<file path="src/hw/adrf_params.svh">
// Offsets, field positions, reset values and codes of the result/selection block
`ifndef ADRF_PARAMS_SVH
`define ADRF_PARAMS_SVH

// Register byte addresses
`define ADRF_OFS_SELECT    8'h7C
`define ADRF_OFS_STATUS    8'h80
`define ADRF_OFS_RES_LOW   8'h84
`define ADRF_OFS_RES_HIGH  8'h88

// Selection register fields
`define ADRF_REF_HI        7
`define ADRF_REF_LO        6
`define ADRF_LEFT_BIT      5
`define ADRF_CHAN_HI       4
`define ADRF_CHAN_LO       0
`define ADRF_SELECT_RESET  8'h00

// Status register fields
`define ADRF_DONE_BIT      0
`define ADRF_BUSY_BIT      1

// Result coding
`define ADRF_RES_WIDTH     10
`define ADRF_FULL_SCALE    1024
`define ADRF_DIFF_HALF     512
`define ADRF_SIGN_BIT      9
`define ADRF_CODE_MAX      10'h3FF
`define ADRF_DIFF_MOST_NEG 10'h200
`define ADRF_DIFF_MOST_POS 10'h1FF

// Differential range of the channel/gain field
`define ADRF_DIFF_FIRST    5'h08
`define ADRF_DIFF_LAST     5'h1D

`endif

</file>
<file path="src/hw/adrf_pkg.sv">
// Types and shared decoding for the result/selection block
`default_nettype none
`include "adrf_params.svh"
package adrf_pkg;

  typedef enum logic [1:0]
  {
    ADRF_REF_EXTERNAL = 2'h0,
    ADRF_REF_SUPPLY   = 2'h1,
    ADRF_REF_INT_1V1  = 2'h2,
    ADRF_REF_INT_2V56 = 2'h3
  } adrf_ref_t;

  typedef enum logic [1:0]
  {
    ADRF_BUS_IDLE   = 2'h1,
    ADRF_BUS_ANSWER = 2'h2
  } adrf_bus_state_t;

  // Channel/gain codes that pick a differential pair
  function automatic logic adrf_is_diff(input logic [4:0] chan);
    adrf_is_diff = (chan >= `ADRF_DIFF_FIRST) && (chan <= `ADRF_DIFF_LAST);
  endfunction

endpackage
`default_nettype wire

</file>
<file path="src/hw/adrf_sel_latch.sv">
// Holds the active reference and channel, updated while no conversion runs or as one completes
`default_nettype none
`include "adrf_params.svh"
module adrf_sel_latch
  import adrf_pkg::*;
#(
  parameter int CHAN_W = 5
)
(
  input  wire logic                clock,
  input  wire logic                rst_n,
  input  wire adrf_pkg::adrf_ref_t pending_ref,
  input  wire logic [CHAN_W-1:0]   pending_chan,
  input  wire logic                conv_busy,
  input  wire logic                conv_done,
  output var  adrf_pkg::adrf_ref_t active_ref,
  output logic      [CHAN_W-1:0]   active_chan
);

  adrf_ref_t           next_ref;
  logic [CHAN_W-1:0]   next_chan;
  logic                boundary;

  // A running conversion keeps its settings until it completes
  assign boundary = !conv_busy || conv_done;

  always_comb
  begin
    next_ref  = active_ref;
    next_chan = active_chan;
    if (boundary)
    begin
      next_ref  = pending_ref;
      next_chan = pending_chan;
    end
  end

  always_ff @(posedge clock or negedge rst_n)
  begin
    if (!rst_n)
    begin
      active_ref  <= ADRF_REF_EXTERNAL;
      active_chan <= '0;
    end
    else
    begin
      active_ref  <= next_ref;
      active_chan <= next_chan;
    end
  end

  a_ref_hold_busy: assert property (@(posedge clock) disable iff (!rst_n)
    (conv_busy && !conv_done) |=> (active_ref == $past(active_ref)))
    else $error("Reference changed during a conversion");

  a_chan_hold_busy: assert property (@(posedge clock) disable iff (!rst_n)
    (conv_busy && !conv_done) |=> $stable(active_chan))
    else $error("Channel changed during a conversion");

endmodule
`default_nettype wire

</file>
<file path="src/hw/adrf_result_format.sv">
// Captures a finished code, codes it by input kind and justifies it into two bytes
`default_nettype none
`include "adrf_params.svh"
module adrf_result_format
  import adrf_pkg::*;
#(
  parameter int RES_W = `ADRF_RES_WIDTH
)
(
  input  wire logic             clock,
  input  wire logic             rst_n,
  input  wire logic             conv_done,
  input  wire logic [RES_W-1:0] conv_code,
  input  wire logic [4:0]       chan,
  input  wire logic             left,
  output logic      [RES_W-1:0] code,
  output logic      [7:0]       low_byte,
  output logic      [7:0]       high_byte
);

  logic [RES_W-1:0] next_code;
  logic [15:0]      pair;

  // Differential codes arrive offset-binary; flipping the top bit gives two's complement
  always_comb
  begin
    next_code = code;
    if (conv_done)
    begin
      next_code = conv_code;
      if (adrf_is_diff(chan))
        next_code[RES_W-1] = ~conv_code[RES_W-1];
    end
  end

  always_ff @(posedge clock or negedge rst_n)
  begin
    if (!rst_n)
      code <= '0;
    else
      code <= next_code;
  end

  // Justification follows the select bit at once, not the conversion
  assign pair      = left ? {code, {(16-RES_W){1'b0}}} : 16'(code);
  assign low_byte  = pair[7:0];
  assign high_byte = pair[15:8];

  a_diff_sign: assert property (@(posedge clock) disable iff (!rst_n)
    (conv_done && adrf_is_diff(chan)) |=> (code[`ADRF_SIGN_BIT] != $past(conv_code[`ADRF_SIGN_BIT])))
    else $error("Differential sign bit not coded as two's complement");

  a_single_unsigned: assert property (@(posedge clock) disable iff (!rst_n)
    (conv_done && !adrf_is_diff(chan)) |=> (code == $past(conv_code)))
    else $error("Single-ended code not passed unsigned");

endmodule
`default_nettype wire

</file>
<file path="src/hw/adrf_top.sv">
// Result coding and input/reference selection of the converter, with its register slave
//
// Contract
// - Single-ended result is unsigned 10-bit; 0x000 ground, 0x3FF reference minus one step.
// - Single-ended code scales as input times 1024 over reference.
// - Differential code scales as difference times gain times 512 over reference.
// - Differential result is 10-bit two's complement, -512 through +511.
// - Bit 9 in the high byte is the sign of a differential result.
// - Result byte pair is valid once the conversion done flag is set.
// - Justify bit zero right-justifies; one puts upper eight bits in high byte.
// - Reference field writes during a conversion apply only after it completes.
// - Reference codes: external pin, analog supply, internal 1.1V, internal 2.56V.
// - Justify bit change shows on the result bytes immediately.
// - Channel/gain field bits 4:0 change only after the running conversion.
// - Done flag sets when a conversion finishes; writing one clears it.
//
// The Avalon-MM slave port is this design's own decision.
`default_nettype none
`include "adrf_params.svh"
module adrf_top
  import adrf_pkg::*;
#(
  parameter int RES_W = `ADRF_RES_WIDTH,
  parameter int CHAN_W = 5
)
(
  input  wire logic                CLOCK,
  input  wire logic                RST_N,
  input  wire logic [7:0]          AVS_ADDRESS,
  input  wire logic                AVS_READ,
  input  wire logic                AVS_WRITE,
  input  wire logic [31:0]         AVS_WRITEDATA,
  input  wire logic [3:0]          AVS_BYTEENABLE,
  output logic      [31:0]         AVS_READDATA,
  output logic                     AVS_WAITREQUEST,
  input  wire logic                CONV_BUSY,
  input  wire logic                CONV_DONE,
  input  wire logic [RES_W-1:0]    CONV_CODE,
  output var  adrf_pkg::adrf_ref_t REF_SELECT,
  output logic      [CHAN_W-1:0]   CHANNEL_SELECT,
  output logic                     DIFFERENTIAL,
  output logic                     INTERNAL_REF_ON
);

  import adrf_pkg::*;

  // ************************************************************
  // Declarations
  // ************************************************************

  adrf_bus_state_t   bus_state;
  adrf_bus_state_t   next_bus_state;
  logic [7:0]        input_reference_select;
  logic [7:0]        next_input_reference_select;
  logic              conversion_done_flag;
  logic              next_conversion_done_flag;
  logic [31:0]       next_readdata;
  logic              next_differential;
  logic              next_internal_ref_on;
  logic              request;
  logic              accept;
  logic              write_accept;
  logic              low_lane;
  logic              left_justify_select;
  adrf_ref_t         reference_select_field;
  logic [CHAN_W-1:0] channel_gain_select;
  logic [RES_W-1:0]  result_code;
  logic [7:0]        result_low_byte;
  logic [7:0]        result_high_byte;

  assign reference_select_field = adrf_ref_t'(input_reference_select[`ADRF_REF_HI:`ADRF_REF_LO]);
  assign left_justify_select    = input_reference_select[`ADRF_LEFT_BIT];
  assign channel_gain_select    = input_reference_select[`ADRF_CHAN_HI:`ADRF_CHAN_LO];

  // ************************************************************
  // Bus handshake
  // ************************************************************

  // Every access waits exactly one cycle, then completes
  assign request         = AVS_READ || AVS_WRITE;
  assign accept          = request && (bus_state == ADRF_BUS_ANSWER);
  assign write_accept    = AVS_WRITE && accept;
  assign low_lane        = AVS_BYTEENABLE[0];
  assign AVS_WAITREQUEST = request && (bus_state != ADRF_BUS_ANSWER);

  always_comb
  begin
    next_bus_state = bus_state;
    case (bus_state)
      ADRF_BUS_IDLE:
        if (request)
          next_bus_state = ADRF_BUS_ANSWER;
      ADRF_BUS_ANSWER:
        next_bus_state = ADRF_BUS_IDLE;
      default:
        next_bus_state = ADRF_BUS_IDLE;
    endcase
  end

  always_ff @(posedge CLOCK or negedge RST_N)
  begin
    if (!RST_N)
      bus_state <= ADRF_BUS_IDLE;
    else
      bus_state <= next_bus_state;
  end

  // ************************************************************
  // Registers
  // ************************************************************

  always_comb
  begin
    next_input_reference_select = input_reference_select;
    if (write_accept && low_lane && (AVS_ADDRESS == `ADRF_OFS_SELECT))
      next_input_reference_select = AVS_WRITEDATA[7:0];
  end

  // A completion in the clearing cycle keeps the flag set
  always_comb
  begin
    next_conversion_done_flag = conversion_done_flag;
    if (write_accept && low_lane && (AVS_ADDRESS == `ADRF_OFS_STATUS)
        && AVS_WRITEDATA[`ADRF_DONE_BIT])
      next_conversion_done_flag = 1'b0;
    if (CONV_DONE)
      next_conversion_done_flag = 1'b1;
  end

  always_ff @(posedge CLOCK or negedge RST_N)
  begin
    if (!RST_N)
    begin
      input_reference_select <= `ADRF_SELECT_RESET;
      conversion_done_flag   <= 1'b0;
    end
    else
    begin
      input_reference_select <= next_input_reference_select;
      conversion_done_flag   <= next_conversion_done_flag;
    end
  end

  // ************************************************************
  // Read data
  // ************************************************************

  // Snapshot taken in the waiting cycle; unmapped addresses read zero
  always_comb
  begin
    next_readdata = AVS_READDATA;
    if (AVS_READ && (bus_state == ADRF_BUS_IDLE))
    begin
      next_readdata = '0;
      case (AVS_ADDRESS)
        `ADRF_OFS_SELECT:
          next_readdata[7:0] = input_reference_select;
        `ADRF_OFS_STATUS:
        begin
          next_readdata[`ADRF_DONE_BIT] = conversion_done_flag;
          next_readdata[`ADRF_BUSY_BIT] = CONV_BUSY;
        end
        `ADRF_OFS_RES_LOW:
          next_readdata[7:0] = result_low_byte;
        `ADRF_OFS_RES_HIGH:
          next_readdata[7:0] = result_high_byte;
        default:
          next_readdata = '0;
      endcase
    end
  end

  always_ff @(posedge CLOCK or negedge RST_N)
  begin
    if (!RST_N)
      AVS_READDATA <= '0;
    else
      AVS_READDATA <= next_readdata;
  end

  // ************************************************************
  // Converter side
  // ************************************************************

  adrf_sel_latch #(
    .CHAN_W (CHAN_W)
  ) u_sel_latch (
    .clock        (CLOCK),
    .rst_n        (RST_N),
    .pending_ref  (reference_select_field),
    .pending_chan (channel_gain_select),
    .conv_busy    (CONV_BUSY),
    .conv_done    (CONV_DONE),
    .active_ref   (REF_SELECT),
    .active_chan  (CHANNEL_SELECT)
  );

  // Coding uses the channel of the conversion that just finished
  adrf_result_format #(
    .RES_W (RES_W)
  ) u_result_format (
    .clock     (CLOCK),
    .rst_n     (RST_N),
    .conv_done (CONV_DONE),
    .conv_code (CONV_CODE),
    .chan      (CHANNEL_SELECT),
    .left      (left_justify_select),
    .code      (result_code),
    .low_byte  (result_low_byte),
    .high_byte (result_high_byte)
  );

  always_comb
  begin
    next_differential    = adrf_is_diff(CHANNEL_SELECT);
    next_internal_ref_on = (REF_SELECT == ADRF_REF_INT_1V1) || (REF_SELECT == ADRF_REF_INT_2V56);
  end

  always_ff @(posedge CLOCK or negedge RST_N)
  begin
    if (!RST_N)
    begin
      DIFFERENTIAL    <= 1'b0;
      INTERNAL_REF_ON <= 1'b0;
    end
    else
    begin
      DIFFERENTIAL    <= next_differential;
      INTERNAL_REF_ON <= next_internal_ref_on;
    end
  end

  // ************************************************************
  // Checks
  // ************************************************************

  a_done_sets: assert property (@(posedge CLOCK) disable iff (!RST_N)
    CONV_DONE |=> conversion_done_flag)
    else $error("Done flag not set by completion");

  a_done_clears: assert property (@(posedge CLOCK) disable iff (!RST_N)
    (write_accept && low_lane && (AVS_ADDRESS == `ADRF_OFS_STATUS)
     && AVS_WRITEDATA[`ADRF_DONE_BIT] && !CONV_DONE) |=> !conversion_done_flag)
    else $error("Done flag not cleared by writing one");

  a_done_sticky: assert property (@(posedge CLOCK) disable iff (!RST_N)
    (conversion_done_flag && !write_accept) |=> conversion_done_flag)
    else $error("Done flag dropped without a clear");

  a_wait_one: assert property (@(posedge CLOCK) disable iff (!RST_N)
    (request && AVS_WAITREQUEST) ##1 request |-> !AVS_WAITREQUEST)
    else $error("Access not answered after one wait cycle");

  a_sel_write: assert property (@(posedge CLOCK) disable iff (!RST_N)
    (write_accept && low_lane && (AVS_ADDRESS == `ADRF_OFS_SELECT))
    |=> (input_reference_select == $past(AVS_WRITEDATA[7:0])))
    else $error("Selection register write lost");

  a_ref_follows: assert property (@(posedge CLOCK) disable iff (!RST_N)
    (!CONV_BUSY [*2]) |-> (REF_SELECT == $past(reference_select_field)))
    else $error("Idle reference does not follow the register");

  a_right_high: assert property (@(posedge CLOCK) disable iff (!RST_N)
    (AVS_READ && !AVS_WAITREQUEST && (AVS_ADDRESS == `ADRF_OFS_RES_HIGH)
     && $past(!left_justify_select)) |-> (AVS_READDATA[7:0] == 8'($past(result_code) >> 8)))
    else $error("Right-justified high byte wrong");

  a_left_high: assert property (@(posedge CLOCK) disable iff (!RST_N)
    (AVS_READ && !AVS_WAITREQUEST && (AVS_ADDRESS == `ADRF_OFS_RES_HIGH)
     && $past(left_justify_select)) |-> (AVS_READDATA[7:0] == $past(result_code[RES_W-1:RES_W-8])))
    else $error("Left-justified high byte wrong");

  a_upper_zero: assert property (@(posedge CLOCK) disable iff (!RST_N)
    (AVS_READ && !AVS_WAITREQUEST) |-> (AVS_READDATA[31:8] == 24'h000000))
    else $error("Unused read bits not zero");

  a_right_low: assert property (@(posedge CLOCK) disable iff (!RST_N)
    (AVS_READ && !AVS_WAITREQUEST && (AVS_ADDRESS == `ADRF_OFS_RES_LOW)
     && $past(!left_justify_select)) |-> (AVS_READDATA[7:0] == $past(result_code[7:0])))
    else $error("Right-justified low byte wrong");

  a_left_low: assert property (@(posedge CLOCK) disable iff (!RST_N)
    (AVS_READ && !AVS_WAITREQUEST && (AVS_ADDRESS == `ADRF_OFS_RES_LOW)
     && $past(left_justify_select)) |-> (AVS_READDATA[7:0] == {$past(result_code[1:0]), 6'h00}))
    else $error("Left-justified low byte wrong");

  a_sel_read: assert property (@(posedge CLOCK) disable iff (!RST_N)
    (AVS_READ && !AVS_WAITREQUEST && (AVS_ADDRESS == `ADRF_OFS_SELECT))
    |-> (AVS_READDATA[7:0] == $past(input_reference_select)))
    else $error("Selection register read wrong");

  a_status_read: assert property (@(posedge CLOCK) disable iff (!RST_N)
    (AVS_READ && !AVS_WAITREQUEST && (AVS_ADDRESS == `ADRF_OFS_STATUS))
    |-> (AVS_READDATA[`ADRF_DONE_BIT] == $past(conversion_done_flag)))
    else $error("Done flag read wrong");

  a_unmapped_zero: assert property (@(posedge CLOCK) disable iff (!RST_N)
    (AVS_READ && !AVS_WAITREQUEST && (AVS_ADDRESS != `ADRF_OFS_SELECT) && (AVS_ADDRESS != `ADRF_OFS_STATUS)
     && (AVS_ADDRESS != `ADRF_OFS_RES_LOW) && (AVS_ADDRESS != `ADRF_OFS_RES_HIGH))
    |-> (AVS_READDATA == 32'h00000000))
    else $error("Unmapped address read not zero");

  a_int_ref_on: assert property (@(posedge CLOCK) disable iff (!RST_N)
    1'b1 |=> (INTERNAL_REF_ON == $past(REF_SELECT >= ADRF_REF_INT_1V1)))
    else $error("Internal reference indication wrong");

  a_diff_flag: assert property (@(posedge CLOCK) disable iff (!RST_N)
    1'b1 |=> (DIFFERENTIAL == $past((CHANNEL_SELECT >= `ADRF_DIFF_FIRST) && (CHANNEL_SELECT <= `ADRF_DIFF_LAST))))
    else $error("Differential indication wrong");

endmodule
`default_nettype wire

</file>
<file path="config.mk">
export PLATFORM = sky130hd
export DESIGN_NAME = adrf_top
export DESIGN_NICKNAME = d
export VERILOG_FILES = /design/src/hw/adrf_pkg.sv /design/src/hw/adrf_sel_latch.sv /design/src/hw/adrf_result_format.sv /design/src/hw/adrf_top.sv
export VERILOG_INCLUDE_DIRS = /design/src /design/src/hw
export SDC_FILE = /design/constraint.sdc
export NUM_CORES = 1
export LEC_CHECK = 0
export BUFFER_PORTS_ARGS = -buffer_cell sky130_fd_sc_hd__buf_2
export CAP_MARGIN = 10
export CORE_ASPECT_RATIO = 1.25
export CORE_UTILIZATION = 35
export CTS_CLUSTER_DIAMETER = 100
export DETAILED_ROUTE_END_ITERATION = 10
export PLACE_DENSITY = 0.67
export SETUP_SLACK_MARGIN = 0.3
export SKIP_LAST_GASP = 1
export SYNTH_ARGS = -nofsm -noshare
export SYNTH_HDL_FRONTEND = slang
export SYNTH_SLANG_ARGS = --single-unit
export TNS_END_PERCENT = 50
</file>
<file path="constraint.sdc">
create_clock -name CLOCK -period 1.7 [get_ports CLOCK]
set_clock_uncertainty 0.05 [all_clocks]
set_input_delay 0.085 -clock CLOCK [delete_from_list [all_inputs] [get_ports CLOCK]]
set_output_delay 0.085 -clock CLOCK [all_outputs]
set_load 0.01 [all_outputs]
</file>
==> summary.txt, run 1 <==
post-synthesis cell type count -> 39
slowest stage cell, crit path -> dfstp_2
final wirelength -> 4333 µm
Sw Pwr -> 0.6273 mW
vias per std cell -> 4.883
sequential fraction of the synthesis area -> 49.13%
P&R area growth vs syn -> 35.76%
drt pass-1 iters -> 4
Core Box Area -> 5189 µm²
Clk pwr share -> 37.1%
Pint -> 1.890 mW
Worst Path Arrival -> 1580 ps
clk sinks -> 38
Crit. End Element -> flop
Ports -> 102
FF-to-FF setup slack -> 230 ps
Initial Util -> 37.35%
Syn Inst Count -> 172
crit path kind -> flop to flop
number of instances in the placed design -> 285
Max stage delay on crit path -> 570 ps
RSZ-0062 raised after global routing -> yes
Final setup viols -> 0
final hold violation count -> 0
fin crit period -> 1466 ps
via count -> 1548
Nets -> 314
clk buf depth -> 2
TritonCTS clock tree -> yes
share of cells above drive strength 1 -> 44.71%
port buffer count -> 50
PwrDens -> 956.8 nW/µm²
startpoint types -> flop
Synth Flop Type -> dfrtp_1
max-slew violations -> 0
Post-route DRC -> 0
Comb power frac -> 20.4%
Sw Share -> 24.92%
non-filler cells in the finished layout -> 317
die area -> 5841 µm²
Post-Syn Area -> 1938 µm²
Leak -> 1.281 nW
hold crit path type -> primary input to flop
routability congestion estimate -> 0.9230
# H-tree levels -> 2
total track usage -> 15.57%
largest net degree at the start of global routing -> 39
run status -> finished, final reports clean
fmax -> 0.6823 GHz
Seq cells post-synth -> 38
initial antenna violation count -> 0
DIE HEIGHT -> 85.20 µm
TritonCTS buffer count -> 5
Site Rows -> 29
first-pass GRT wire length -> 6665 µm
syn_area_per_cell -> 11.27 µm²
CP Data Required Time -> 1820 ps
worst vdd ir -> 0.0004312 V
CTS clock-pin slew for the worst setup and hold paths -> 70 ps
die span in x -> 68.56 µm
Synth Warn # -> 0
CP Max Fanout -> 8
clk_lat worst skew -> 290 ps
Initial DRC Count -> 68
Max-cap violations -> 0
EDFF count, synth -> 0
ant diodes -> 0
Tcrit/Tclk final -> 86.21%
vias in the first global route -> 1439
Post-DP HPWL -> 3168 µm
routed length per instance -> 13.67 µm
asr flop ratio synth -> 100.0%
fin util -> 50.71%
CTS root buf -> clkbuf_8
CP Cell Sequence -> nor2b_4, and3_4, and2_4, buf_12, mux2_2
Flop pwr share -> 42.6%
grt ovf -> 0
antenna-violating nets left -> 0
-- layout make-up --
cell class,instances,area (µm²)
flip-flops and latches,38,953.4
inverters,3,11.26
multi-input cells,121,870.8
well taps,62,77.57
clock buffers,6,82.58
clock inverters,2,60.06
fillers,498,2557
repair buffers,85,575.6
-- power by group through the flow --
stage | Sequential, mW | Combinational [mW] | Clock, mW
6_report | 1.07 | 0.513 | 0.933
5_1_grt | 1.08 | 0.558 | 0.981
4_1_cts | 1.07 | 0.485 | 0.954
3_5_place_dp | 1.08 | 0.418 | 0
3_3_place_gp | 1.08 | 0.411 | 0
2_1_floorplan | 1.08 | 0.268 | 0
-- metal layers --
metal	vias up	global-route usage [%]	share of wire (%)
li1	736	-	-
met1	749	17.73	41
met2	58	27.27	52
met3	5	4.570	5.8
met4	0	4.545	0.92
met5	-	0	0
-- worst max-delay path, delay by kind of cell (launching register included) --
| kind | cells | cell delay [ps] |
|---|---|---|
| buffers and inverters | 1 | 130 |
| flip-flops | 1 | 570 |
| multiplexers | 1 | 260 |
| AND/OR/NAND/NOR | 3 | 350 |
-- placed cells by master (no fill, tap or decap), types with 3 or more instances in the layout --
cell and count:
buf_2 50, nor2_1 10, a22oi_1 4, buf_4 15, o22ai_1 3, dfrtp_1 36
mux2_2 23, inv_1 3, clkbuf_8 6, nor4_1 3, nand3_1 3, nand2_1 8
conb_1 24, dlygate4sd3_1 17, o21ai_0 5
-- through the flow --
| stage | TNS (ps) | area (µm²) | power, mW | hold slack, ps | setup WS [ps] |
|---|---|---|---|---|---|
| global placement | -46.72 | 2221 | 1.487 | 110.7 | -17.24 |
| finish | 0 | 2631 | 2.518 | 10.91 | 234.4 |
| detailed placement | -396.2 | 2221 | 1.500 | 109.3 | -94.13 |
| floorplan | 0 | 2036 | 1.349 | -260.6 | 198.7 |
| global route | 0 | 2631 | 2.620 | 12.60 | 155.4 |
| CTS | 0 | 2572 | 2.512 | 8.031 | 221.9 |
-- cells in the mapped netlist (3+ instances only) --
master    instances  area [µm²]
nand3_1           3       15.01
a22oi_1           4       30.03
mux2_2           23       259.0
o22ai_1           3       18.77
inv_1             3       11.26
clkbuf_1          4       15.01
nor4_1            3       18.77
buf_4            26       195.2
o21ai_0           7       35.03
nand2_1           8       30.03
dfrtp_1          37       925.9
nor2_1           10       37.54
a21oi_1           4       20.02
-- timing repair --
item / 4_1_cts / 5_1_grt
gates resized for setup: 6 / 8
hold buffers: 17 / 0
buffers inserted: 3 / 4
hold endpoints to repair: 53 / 0
endpoints found under the setup margin: 15 / 17
pin swaps: 1 / 5
-- sequential cells by signal (all words and copies together) (netlist names) --
name,flops
u_result_format.code,10
input_reference_select,8
INTERNAL_REF_ON,1
u_sel_latch.active_ref,2
u_sel_latch.active_chan,5
AVS_READDATA,8
bus_state,2
DIFFERENTIAL,1
conversion_done_flag,1
-- kinds of logic after synthesis --
kind of cell	after synthesis	synth area share, %
simple gates	42	13.11
compound gates	29	10.20
buf+inv	36	12.52
xor+xnor	1	0.4520
mux	25	14.40
flops	38	49.13
other cells	1	0.1935
-- path summary, 6_finish.rpt --
path                                           start                         to  cells after the start
setup / recovery                        bus_state[0]  input_reference_select[0]                      5
hold / removal                      AVS_WRITEDATA[0]  input_reference_select[0]                      2
setup reg to reg                        bus_state[0]  input_reference_select[0]                      5
hold reg to reg            u_sel_latch.active_ref[1]            INTERNAL_REF_ON                      0
max in group asynchronous                      RST_N  input_reference_select[5]                      3
min in group asynchronous                      RST_N       conversion_done_flag                      3
(Power assumes the default switching activity.)
==> inputs of run 2 (changes only) <==
Clock period 1.7 ns to 1.6 ns, I/O delays scaled along.
==> summary.txt, run 2 (same netlist as run 1, synthesis figures left out) <==
CTS clock-pin slew for the worst setup and hold paths -> 70 ps (about the same)
Nets -> 310 (-1.3%)
routability congestion estimate -> 0.9180 (-0.54%)
Sw Share -> 26.23% (+1.3 points)
Most flops, register -> u_result_format.code
initial antenna violation count -> 0 (unchanged)
final hold violation count -> 0 (unchanged)
Worst Path Arrival -> 1610 ps (+30 ps)
P&R area growth vs syn -> 33.25%
first-pass GRT wire length -> 6803 µm (+2.1%)
CP Data Required Time -> 1730 ps (-90 ps)
grt ovf -> 0 (unchanged)
Final setup viols -> 0 (unchanged)
Worst R2R Start -> bus_state[0]
Post-route DRC -> 0 (unchanged)
max FFs per register -> 10 (unchanged)
Max stage delay on crit path -> 570 ps (about the same)
fin crit period -> 1481 ps (+15.83 ps)
Critical R2R Capture -> input_reference_select[4]
TritonCTS clock tree -> yes
Tcrit/Tclk final -> 92.59% (+6.4 points)
die span in x -> 68.56 µm (unchanged)
run status -> finished, final reports clean
antenna-violating nets left -> 0 (unchanged)
clk_lat worst skew -> 290 ps (about the same)
routed length per instance -> 13.67 µm (about the same)
crit-path leading delay family -> flip-flops
Clk pwr share -> 33.2% (-3.9 points)
Pint -> 1.825 mW (-3.5%)
share of cells above drive strength 1 -> 42.00% (-2.7 points)
Leak -> 1.255 nW (-2.0%)
Flop pwr share -> 46.0% (+3.4 points)
worst-case hold slack -> 35.55 ps (+24.64 ps)
commonest non-fill, non-tap cell in the layout -> buf_2
area post-placement -> 2245 µm² (+1.1%)
most frequent cells in the layout -> buf_2 (50), dfrtp_1 (36), conb_1 (24)
drt pass-1 iters -> 5 (+1)
final wirelength -> 4266 µm (-1.5%)
Initial Util -> 37.35% (unchanged)
hold crit path type -> primary input to flop
Site Rows -> 29 (unchanged)
port buffer count -> 50 (unchanged)
vias per std cell -> 4.920 (+0.75%)
Hold Path Origin -> CONV_BUSY
clk buf depth -> 2 (unchanged)
worst vdd ir -> 0.0005816 V (+35%)
fmax -> 0.6750 GHz (-1.1%)
max-slew violations -> 0 (unchanged)
FF-to-FF setup slack -> 120 ps (-120 ps)
Comb power frac -> 20.8% (+0.4 points)
Initial DRC Count -> 124 (+82%)
WHS Endpoint -> AVS_READDATA[1]
die area -> 5841 µm² (unchanged)
largest net degree at the start of global routing -> 21 (-46%)
post-route cell area -> 2582 µm² (-1.9%)
# H-tree levels -> 2 (unchanged)
clk sinks -> 38 (unchanged)
Post-DP HPWL -> 3225 µm (+1.8%)
Max-cap violations -> 0 (unchanged)
CTS root buf -> clkbuf_8
slowest stage cell, crit path -> dfstp_2
DIE HEIGHT -> 85.20 µm (unchanged)
CP Max Fanout -> 8 (unchanged)
largest registers -> u_result_format.code x10, AVS_READDATA x8, input_reference_select x8
Sw Pwr -> 0.6487 mW (+3.4%)
Crit. End Element -> flop
vias in the first global route -> 1530 (+6.3%)
ant diodes -> 0 (unchanged)
startpoint types -> flop
WHS Path Cells -> 3 (+1)
TritonCTS buffer count -> 5 (unchanged)
Core Box Area -> 5189 µm² (unchanged)
crit path kind -> flop to flop
PwrDens -> 957.8 nW/µm² (+0.11%)
RSZ-0062 raised after global routing -> yes
worst path buffer plus inverter count -> 1 (unchanged)
CP Cell Sequence -> nor2b_4, and3_4, and2_4, buf_12, mux2_4
total track usage -> 15.85% (+0.28 points)
Ports -> 102 (unchanged)
setup TNS -> 0 ps (unchanged)
via count -> 1535 (-0.84%)
R2R cell count -> 5 (unchanged)
-- run 2: what timing repair did --
| action | CTS | global route |
|---|---|---|
| hold endpoints to repair | 35 | 0 |
| cloned | 0 | 0 |
| resized for setup | 3 | 7 |
| setup endpoints to repair | 16 | 18 |
| setup buffers | 0 | 1 |
| pin swaps | 1 | 0 |
| hold buffers | 18 | 0 |
-- run 2: cell type report --
class,count,area (µm²)
flip-flops and latches,38,953.4
inverters,3,11.26
clock inverters,1,30.03
clock buffers,6,82.58
well taps,62,77.57
fillers,490,2606
multi-input cells,121,874.6
repair buffers,81,553.0
-- run 2: worst max path at each step --
stage | end | cells past startpoint | slack (ps) | start
after global placement | AVS_READDATA[4] | 6 | -30 | AVS_ADDRESS[5]
final | input_reference_select[4] | 5 | 120 | bus_state[0]
after detailed placement | AVS_READDATA[3] | 6 | -60 | AVS_ADDRESS[5]
after global routing | input_reference_select[4] | 5 | 80 | bus_state[0]
after CTS | input_reference_select[4] | 5 | 150 | bus_state[1]
after floorplan | AVS_READDATA[1] | 5 | 120 | AVS_ADDRESS[5]
-- run 2: per-layer routing --
| layer | routed length (µm) | global-route usage [%] |
|---|---|---|
| met5 | 0 | 0 |
| met4 | 63 | 6.250 |
| met3 | 174 | 4.167 |
| met2 | 2276 | 27.36 |
| met1 | 1751 | 18.00 |
-- run 2: worst min-delay path, delay by kind of cell --
| family | cells | cell delay, ps |
|---|---|---|
| buffers and inverters | 1 | 110 |
| AOI/OAI and AO/OA | 1 | 80 |
| and+or+nand+nor | 1 | 70 |
-- run 2: stage by stage --
step,setup slack (ps),util [%],std cells,total power [mW]
5_1_grt,80.43,49.77,312,2.588
2_1_floorplan,119.7,-,195,1.434
3_3_place_gp,-28.47,43.26,286,1.586
3_5_place_dp,-58.16,43.26,286,1.597
6_report,118.6,49.77,312,2.474
4_1_cts,147.5,49.02,311,2.456
-- run 2: power groups by stage --
stage / clock network (mW) / logic (mW) / registers [mW]
after global routing: 0.871 / 0.560 / 1.16
final: 0.821 / 0.514 / 1.14
after floorplan: 0 / 0.285 / 1.15
after detailed placement: 0 / 0.448 / 1.15
after CTS: 0.835 / 0.488 / 1.13
after global placement: 0 / 0.441 / 1.15
